$ cat config.mk
export PLATFORM = sky130hd
export DESIGN_NAME = spw_serial_port
export DESIGN_NICKNAME = d
export VERILOG_FILES = /design/src/rtl/spw_serial_port.v /design/src/rtl/spw_bit_timer.v
export VERILOG_INCLUDE_DIRS = /design/src /design/src/rtl
export SDC_FILE = /design/constraint.sdc
export NUM_CORES = 1
export LEC_CHECK = 0
export ABC_AREA = 1
export BUFFER_PORTS_ARGS = -buffer_cell sky130_fd_sc_hd__buf_2
export CAP_MARGIN = 20
export CORE_MARGIN = 2
export CORE_UTILIZATION = 25
export DETAILED_ROUTE_END_ITERATION = 8
export PLACE_DENSITY = 0.39
export SLEW_MARGIN = 10
export SYNTH_ARGS = -nofsm -noshare
export SYNTH_HDL_FRONTEND = slang
export SYNTH_SLANG_ARGS = --single-unit
$ cat constraint.sdc
create_clock -name core_clk -period 2.4 [get_ports core_clk]
set_clock_uncertainty 0.15 [all_clocks]
set_input_delay 0.48 -clock core_clk [delete_from_list [all_inputs] [get_ports core_clk]]
set_output_delay 0.48 -clock core_clk [all_outputs]
set_load 0.005 [all_outputs]
$ cat src/rtl/spw_regs.vh
`ifndef SPW_REGS_VH
`define SPW_REGS_VH
`define SPW_ADDR_CTRL      4'h0
`define SPW_ADDR_BAUD      4'h1
`define SPW_ADDR_TXDATA    4'h2
`define SPW_ADDR_RXDATA    4'h3
`define SPW_ADDR_STATUS    4'h4
`define SPW_ADDR_GPIB      4'h5
`define SPW_CTRL_EIGHT     0
`define SPW_CTRL_PAR_EN    1
`define SPW_CTRL_PAR_ODD   2
`define SPW_CTRL_TWO_STOP  3
`define SPW_CTRL_SW_FLOW   4
`define SPW_CTRL_REM_SER   5
`define SPW_CTRL_RESET     8'h01
`define SPW_BAUD_RESET     16'h0410
`define SPW_GPIB_RESET     5'h01
`define SPW_XON            8'h11
`define SPW_XOFF           8'h13
`endif

$ cat src/rtl/spw_serial_port.v
`timescale 1ns/10ps
`include "spw_regs.vh"
// Summary of operation
// - Transmit serial characters on txd and receive them on rxd.
// - Pin directions are those of terminal equipment, not a modem.
// - With software flow selected, rts stays asserted always.
// - With hardware flow, rts asserted only while receive holding is free.
// - Start a character only while cts is asserted.
// - dtr is asserted whenever the block is out of reset.
// - Character width is seven or eight bits.
// - Serial remote control puts the instrument bus into talk-only.
// - Setting changes take effect immediately, no apply step.
// - Parity odd, even or none, generated and checked.
// - One or two stop bits selectable.
// - Bit rate set by a divisor register.
// - A setting chooses the remote-control port.
// - Instrument bus address is configurable.
module spw_serial_port (
    input  wire        core_clk,
    input  wire        reset,
    input  wire [3:0]  reg_addr,
    input  wire [15:0] reg_wdata,
    input  wire        reg_wr,
    input  wire        reg_rd,
    output reg  [15:0] reg_rdata,
    input  wire        rxd,
    input  wire        cts,
    output reg         txd,
    output reg         rts,
    output reg         dtr,
    output reg         gpib_talk_only,
    output reg  [4:0]  gpib_address
);
    localparam ST_IDLE  = 5'b00001;
    localparam ST_START = 5'b00010;
    localparam ST_DATA  = 5'b00100;
    localparam ST_PAR   = 5'b01000;
    localparam ST_STOP  = 5'b10000;

    reg [7:0]  ctrl_reg;
    reg [15:0] baud_reg;
    reg [7:0]  tx_hold_reg;
    reg        tx_full_reg;
    reg [7:0]  rx_hold_reg;
    reg        rx_full_reg;
    reg        rx_par_err_reg;
    reg        rx_frm_err_reg;
    reg        rx_ovr_reg;
    reg        xoff_reg;
    reg        rxd_s1_reg;
    reg        rxd_s2_reg;
    reg        cts_s1_reg;
    reg        cts_s2_reg;

    // ==========================================================
    // Settings decoded straight from the control register.
    wire       eight    = ctrl_reg[`SPW_CTRL_EIGHT];
    wire       par_en   = ctrl_reg[`SPW_CTRL_PAR_EN];
    wire       par_odd  = ctrl_reg[`SPW_CTRL_PAR_ODD];
    wire       two_stop = ctrl_reg[`SPW_CTRL_TWO_STOP];
    wire       sw_flow  = ctrl_reg[`SPW_CTRL_SW_FLOW];
    wire [2:0] last_bit = eight ? 3'h7 : 3'h6;

    // ==========================================================
    // Synchronisers for the pins from the far party.
    always @(posedge core_clk) begin
        if (reset) begin
            rxd_s1_reg <= 1'b1;
            rxd_s2_reg <= 1'b1;
            cts_s1_reg <= 1'b0;
            cts_s2_reg <= 1'b0;
        end else begin
            rxd_s1_reg <= rxd;
            rxd_s2_reg <= rxd_s1_reg;
            cts_s1_reg <= cts;
            cts_s2_reg <= cts_s1_reg;
        end
    end

    // ==========================================================
    // Transmitter.
    reg [4:0] tx_state_reg;
    reg [2:0] tx_bit_reg;
    reg [7:0] tx_shift_reg;
    reg       tx_par_reg;
    reg       tx_stop2_reg;
    reg       tx_restart;
    wire      tx_tick;
    wire      tx_take = tx_state_reg == ST_IDLE && tx_full_reg && cts_s2_reg
                        && !(sw_flow && xoff_reg);

    spw_bit_timer #(.WIDTH(16)) u_tx_timer (
        .core_clk (core_clk),
        .reset    (reset),
        .restart  (tx_take),
        .divisor  (baud_reg),
        .tick     (tx_tick)
    );

    always @(posedge core_clk) begin
        if (reset) begin
            tx_state_reg <= ST_IDLE;
            tx_bit_reg   <= 3'h0;
            tx_shift_reg <= 8'h00;
            tx_par_reg   <= 1'b0;
            tx_stop2_reg <= 1'b0;
            txd          <= 1'b1;
        end else begin
            case (tx_state_reg)
                ST_IDLE: begin
                    txd <= 1'b1;
                    if (tx_take) begin
                        tx_shift_reg <= tx_hold_reg;
                        tx_par_reg   <= par_odd;
                        tx_bit_reg   <= 3'h0;
                        tx_state_reg <= ST_START;
                        txd          <= 1'b0;
                    end
                end
                ST_START: begin
                    if (tx_tick) begin
                        txd          <= tx_shift_reg[0];
                        tx_par_reg   <= tx_par_reg ^ tx_shift_reg[0];
                        tx_shift_reg <= {1'b0, tx_shift_reg[7:1]};
                        tx_state_reg <= ST_DATA;
                    end
                end
                ST_DATA: begin
                    if (tx_tick) begin
                        if (tx_bit_reg == last_bit) begin
                            tx_stop2_reg <= two_stop;
                            if (par_en) begin
                                txd          <= tx_par_reg;
                                tx_state_reg <= ST_PAR;
                            end else begin
                                txd          <= 1'b1;
                                tx_state_reg <= ST_STOP;
                            end
                        end else begin
                            tx_bit_reg   <= tx_bit_reg + 3'h1;
                            txd          <= tx_shift_reg[0];
                            tx_par_reg   <= tx_par_reg ^ tx_shift_reg[0];
                            tx_shift_reg <= {1'b0, tx_shift_reg[7:1]};
                        end
                    end
                end
                ST_PAR: begin
                    if (tx_tick) begin
                        txd          <= 1'b1;
                        tx_state_reg <= ST_STOP;
                    end
                end
                ST_STOP: begin
                    if (tx_tick) begin
                        if (tx_stop2_reg) begin
                            tx_stop2_reg <= 1'b0;
                        end else begin
                            tx_state_reg <= ST_IDLE;
                        end
                    end
                end
                default: begin
                    tx_state_reg <= ST_IDLE;
                    txd          <= 1'b1;
                end
            endcase
        end
    end

    // ==========================================================
    // Receiver. Its own bit counter starts on the start edge, so sampling
    // at half count lands in the middle of every bit.
    reg [4:0]  rx_state_reg;
    reg [2:0]  rx_bit_reg;
    reg [7:0]  rx_shift_reg;
    reg        rx_par_reg;
    reg [15:0] rx_cnt_reg;
    reg        rx_prev_reg;
    wire       rx_mid = rx_cnt_reg == {1'b0, baud_reg[15:1]};
    wire       rx_end = rx_cnt_reg >= baud_reg;
    wire       rx_done = rx_state_reg == ST_STOP && rx_mid;
    wire [7:0] rx_char = eight ? rx_shift_reg : {1'b0, rx_shift_reg[7:1]};

    always @(posedge core_clk) begin
        if (reset) begin
            rx_state_reg <= ST_IDLE;
            rx_bit_reg   <= 3'h0;
            rx_shift_reg <= 8'h00;
            rx_par_reg   <= 1'b0;
            rx_cnt_reg   <= 16'h0000;
            rx_prev_reg  <= 1'b1;
        end else begin
            rx_prev_reg <= rxd_s2_reg;
            rx_cnt_reg  <= (rx_end || rx_state_reg == ST_IDLE) ? 16'h0000
                           : rx_cnt_reg + 16'h0001;
            case (rx_state_reg)
                ST_IDLE: begin
                    if (rx_prev_reg && !rxd_s2_reg) begin
                        rx_state_reg <= ST_START;
                        rx_par_reg   <= par_odd;
                        rx_bit_reg   <= 3'h0;
                    end
                end
                ST_START: begin
                    if (rx_mid) begin
                        rx_state_reg <= rxd_s2_reg ? ST_IDLE : ST_DATA;
                    end
                end
                ST_DATA: begin
                    if (rx_mid) begin
                        rx_shift_reg <= {rxd_s2_reg, rx_shift_reg[7:1]};
                        rx_par_reg   <= rx_par_reg ^ rxd_s2_reg;
                        rx_bit_reg   <= rx_bit_reg + 3'h1;
                        if (rx_bit_reg == last_bit) begin
                            rx_state_reg <= par_en ? ST_PAR : ST_STOP;
                        end
                    end
                end
                ST_PAR: begin
                    if (rx_mid) begin
                        rx_par_reg   <= rx_par_reg ^ rxd_s2_reg;
                        rx_state_reg <= ST_STOP;
                    end
                end
                ST_STOP: begin
                    if (rx_mid) begin
                        rx_state_reg <= ST_IDLE;
                    end
                end
                default: rx_state_reg <= ST_IDLE;
            endcase
        end
    end

    // ==========================================================
    // Register file and holding buffers. Status sets win over clears.
    // Under software flow, XON and XOFF are consumed by the port and never reach software.
    wire rx_is_flow = sw_flow && (rx_char == `SPW_XON || rx_char == `SPW_XOFF);
    wire rd_rx      = reg_rd && reg_addr == `SPW_ADDR_RXDATA;
    wire tx_wr      = reg_wr && reg_addr == `SPW_ADDR_TXDATA;

    always @(posedge core_clk) begin
        if (reset) begin
            ctrl_reg       <= `SPW_CTRL_RESET;
            baud_reg       <= `SPW_BAUD_RESET;
            gpib_address   <= `SPW_GPIB_RESET;
            tx_hold_reg    <= 8'h00;
            tx_full_reg    <= 1'b0;
            rx_hold_reg    <= 8'h00;
            rx_full_reg    <= 1'b0;
            rx_par_err_reg <= 1'b0;
            rx_frm_err_reg <= 1'b0;
            rx_ovr_reg     <= 1'b0;
            xoff_reg       <= 1'b0;
            reg_rdata      <= 16'h0000;
        end else begin
            if (reg_wr && reg_addr == `SPW_ADDR_CTRL) begin
                ctrl_reg <= reg_wdata[7:0];
            end
            if (reg_wr && reg_addr == `SPW_ADDR_BAUD) begin
                baud_reg <= reg_wdata;
            end
            if (reg_wr && reg_addr == `SPW_ADDR_GPIB) begin
                gpib_address <= reg_wdata[4:0];
            end
            // A write in the cycle the held character leaves must not be lost.
            if (tx_wr && (!tx_full_reg || tx_take)) begin
                tx_hold_reg <= eight ? reg_wdata[7:0] : {1'b0, reg_wdata[6:0]};
            end
            if (tx_wr) begin
                tx_full_reg <= 1'b1;
            end else if (tx_take) begin
                tx_full_reg <= 1'b0;
            end
            if (!sw_flow) begin
                xoff_reg <= 1'b0;
            end else if (rx_done && rx_char == `SPW_XOFF) begin
                xoff_reg <= 1'b1;
            end else if (rx_done && rx_char == `SPW_XON) begin
                xoff_reg <= 1'b0;
            end
            if (rx_done && !rx_is_flow) begin
                rx_full_reg    <= 1'b1;
                rx_hold_reg    <= rx_full_reg ? rx_hold_reg : rx_char;
                rx_ovr_reg     <= rx_ovr_reg | rx_full_reg;
                rx_par_err_reg <= (rx_par_err_reg & ~rd_rx) | (par_en & rx_par_reg);
                rx_frm_err_reg <= (rx_frm_err_reg & ~rd_rx) | ~rxd_s2_reg;
            end else if (rd_rx) begin
                rx_full_reg    <= 1'b0;
                rx_ovr_reg     <= 1'b0;
                rx_par_err_reg <= 1'b0;
                rx_frm_err_reg <= 1'b0;
            end
            reg_rdata <= 16'h0000;
            if (reg_rd) begin
                case (reg_addr)
                    `SPW_ADDR_CTRL:   reg_rdata <= {8'h00, ctrl_reg};
                    `SPW_ADDR_BAUD:   reg_rdata <= baud_reg;
                    `SPW_ADDR_TXDATA: reg_rdata <= {8'h00, tx_hold_reg};
                    `SPW_ADDR_RXDATA: reg_rdata <= {8'h00, rx_hold_reg};
                    `SPW_ADDR_STATUS: reg_rdata <= {8'h00, cts_s2_reg, xoff_reg,
                                                    tx_state_reg != ST_IDLE,
                                                    rx_ovr_reg, rx_frm_err_reg,
                                                    rx_par_err_reg, rx_full_reg,
                                                    tx_full_reg};
                    `SPW_ADDR_GPIB:   reg_rdata <= {11'h000, gpib_address};
                    default:          reg_rdata <= 16'h0000;
                endcase
            end
        end
    end

    // ==========================================================
    // Handshake outputs, registered so each pin comes from a flip-flop.
    always @(posedge core_clk) begin
        if (reset) begin
            rts            <= 1'b0;
            dtr            <= 1'b0;
            gpib_talk_only <= 1'b0;
        end else begin
            rts            <= sw_flow ? 1'b1 : ~rx_full_reg;
            dtr            <= 1'b1;
            gpib_talk_only <= ctrl_reg[`SPW_CTRL_REM_SER];
        end
    end
endmodule

$ cat src/rtl/spw_bit_timer.v
`timescale 1ns/10ps
module spw_bit_timer #(
    parameter WIDTH = 16
) (
    input  wire             core_clk,
    input  wire             reset,
    input  wire             restart,
    input  wire [WIDTH-1:0] divisor,
    output reg              tick
);
    reg [WIDTH-1:0] count_reg;
    always @(posedge core_clk) begin
        if (reset) begin
            count_reg <= {WIDTH{1'b0}};
            tick      <= 1'b0;
        end else if (restart) begin
            // The restart edge is already the first cycle of the new bit.
            count_reg <= {{(WIDTH-1){1'b0}}, 1'b1};
            tick      <= 1'b0;
        end else if (count_reg >= divisor) begin
            count_reg <= {WIDTH{1'b0}};
            tick      <= 1'b1;
        end else begin
            count_reg <= count_reg + {{(WIDTH-1){1'b0}}, 1'b1};
            tick      <= 1'b0;
        end
    end
endmodule

==> results.yml <==
status:
  status: "finished clean"
critical_path:
  path_class: "register to register"
  critPathLaunchType: "register"
  r2r_start: "baud_reg[9]"
  r2r_cells: 9
  cp_max_fo: 15
  r2r-end: "rx_cnt_reg[10]"
  critical-path-max-stage-delay_ps: 330
  cp.arrival_ps: 2240
  crit_chain: "inv_1 -> ha_1 -> nand4_1 -> nor3_1 -> nand3_1 -> nand4_1 -> buf_4 -> nor2_1 -> and2_1"
  crit_path_top_delay_cell: "dfxtp_1"
  crit_required_ps: 2570
  crit_top_cell: "nand4_1"
  r2r_setup_slack_ps: 320
  cp-end-kind: "register"
clocking:
  clk_pin_slew_worst_paths_ps: 60
  cts-root-buf: "clkbuf_16"
  insertion_delay_ps: 420
  cts_resized: 0
  cts_sinks: 144
  tritoncts: "yes"
  cts-buffers-inserted: 17
  cts_setup_buffers: 0
  clockBufferDepth: 2
  cts_hold_buf: 0
  htree_num_levels: 4
sta:
  setup_tns_ps: 0
  worstMarginPinSlew_ps: 523.6
  rsz0062_at_grt: "no"
  layout_min_cycle_time_ps: 2076
  setup_viol: 0
  slew_viol_final: 0
  hold_viol: 0
  fmaxAchievable_mhz: 481.8
  layout_setup_ws_ps: 324.4
  post-route-period-util_pct: 86.48
  relSlewSlack_pct: 65.04
logic_synthesis:
  synth.most_common_cell: "nand2_1"
  synth-edff-count: 0
  synth_top_cell_by_area: "dfxtp_1"
  synth-seq-cells: 144
  synth_cell_type_count: 44
  synth.top_cells.by_count: "170 x nand2_1, 144 x dfxtp_1, 117 x inv_1, 101 x nor2_1, 88 x a21oi_1"
  seq_area_frac_synth_pct: 40.52
  synth_warnings: 0
  syn_area_um2: 7114
  syn-instance-count: 971
  syn_avg_cell_area_um2: 7.327
  syn_nets: 1033
  synthArstFlopShare_pct: 0
  synth-main-ff-cell: "dfxtp_1"
  yosys-top-cells-area: "dfxtp_1 41%, nand2_1 9.0%, ha_1 6.3%, a21oi_1 6.2%, inv_1 6.2%"
  netlist.area_leader.share_pct: 40.52
grt:
  overflow: 0
  antenna_found_initial: 0
  grt_pass1_wl_um: 34090
  grt_start_max_net_pins: 73
  first_global_vias: 6109
  grt_usage_pct: 14.41
power:
  powerDensity_nw_per_um2: 783.9
  ir_worst_vdd_mv: 0.4836
  power_leakage_nw: 3.468
  total_power_mw: 6.612
run:
  maxCapViolCount: 0
detailed_routing:
  routedWlPerCell_um: 14.75
  ant_nets: 0
  vias_per_cell: 4.462
  vias: 6345
  drc: 0
  drt-total-wl_um: 20970
  drt_pass1_iterations: 4
  drt-initial-drc-count: 446
placement:
  placed_cells: 1392
  place_ws_ps: 327.3
  portBuffers: 50
  hpwl_um: 15760
  place_congestion: 0.8221
min_path:
  hold_depth: 2
  min_to: "rxd_s1_reg"
  hold_start: "rxd"
  hold_class: "input pin to register"
final_layout:
  num_antenna_cells: 0
  fin_nets: 1095
  drive_gt1_share_pct: 12.84
  fin_cells: 1422
  flow.area_growth_from_synthesis_pct: 18.57
die:
  core_area_um2: 27930
  start_util_pct: 25.47
  die_w_um: 172.7
  rows: 61
  die_h_um: 172.7
  io_pins: 51
  die_area_um2: 29820
==> power breakdown <==
part / total, mW / internal (mW) / switching, mW
clock network: 2.64 / 1.56 / 1.09
registers: 2.69 / 2.56 / 0.130
logic: 1.28 / 0.434 / 0.846
==> worst max-delay path by stage <==
| stage | from | end | depth (start not counted) |
|---|---|---|---|
| after floorplan | baud_reg[15] | rx_cnt_reg[14] | 8 |
| after global placement | rx_cnt_reg[12] | rx_hold_reg[4] | 11 |
| after detailed placement | reg_addr[3] | ctrl_reg[5] | 7 |
| after CTS | rx_cnt_reg[8] | rx_shift_reg[3] | 11 |
| after global routing | rx_cnt_reg[12] | rx_shift_reg[3] | 11 |
| final | baud_reg[9] | rx_cnt_reg[10] | 9 |
==> stage by stage <==
step           area (µm²)  hold slack (ps)  utilization (%)
6_report             8436            92.56            30.20
5_1_grt              8436            89.06            30.20
4_1_cts              8436            77.24            30.20
3_5_place_dp         7859            248.1            28.13
3_3_place_gp         7859            243.6            28.13
2_1_floorplan        7114            238.3                -
==> per-layer routing <==
layer	share of wire (%)	wire, µm	GRT usage, %	up-vias
met1	54	11270	21.22	2907
li1	-	-	-	3337
met3	2.4	493	2.243	17
met2	42	8884	21.45	84
met4	1.5	325	4.520	0
met5	0	0	0	-
==> final cells by class <==
| type | count | area [µm²] |
|---|---|---|
| Clock inverter | 12 | 137.6 |
| Fill cell | 3128 | 19500 |
| Tap cell | 378 | 473.0 |
| Clock buffer | 18 | 439.2 |
| Inverter | 130 | 494.2 |
| Timing Repair Buffer | 66 | 382.9 |
| Multi-Input combinational cell | 674 | 3626 |
| Sequential cell | 144 | 2883 |
==> critical path, delay by kind of cell (launching register included) <==
kind	cells	cell delay [ps]
buf+inv	2	340
fa+ha+maj	1	320
simple gates	6	820
flops	1	330
==> placed cells by master, fill, tap and decap left out, types with 3 or more instances in the layout <==
master      Yosys  routed
a211oi_1        4       4
a21oi_1        88      88
buf_2           5      50
buf_4           1      15
clkbuf_16       0      17
clkinv_2        1       3
clkinv_4        1       3
clkinvlp_4      0       4
dfxtp_1       144     144
ha_1           36      36
inv_1         117     117
inv_2           9      10
nand2_1       170     170
nand2_2         4       4
nand3_1        43      43
nand3b_1        5       5
nand4_1        18      18
nor2_1        101     101
nor2_2          4       4
nor3_1         37      37
nor3b_1         8       8
o211ai_1        3       3
o21ai_0        84      84
o22ai_1        16      16
or2_2           4       4
xnor2_1         4       4
xor2_1         21      21
==> logic make-up after synthesis <==
kind of cell,Yosys count,synth area share (%)
xor gates and xnor gates,25,3.078
buffers and inverters,153,8.512
adders and majority gates,36,6.331
AOI/OAI and AO/OA,205,15.32
and+or+nand+nor,408,26.24
DFF,144,40.52
Note: power is estimated with default switching activity, not from simulation.
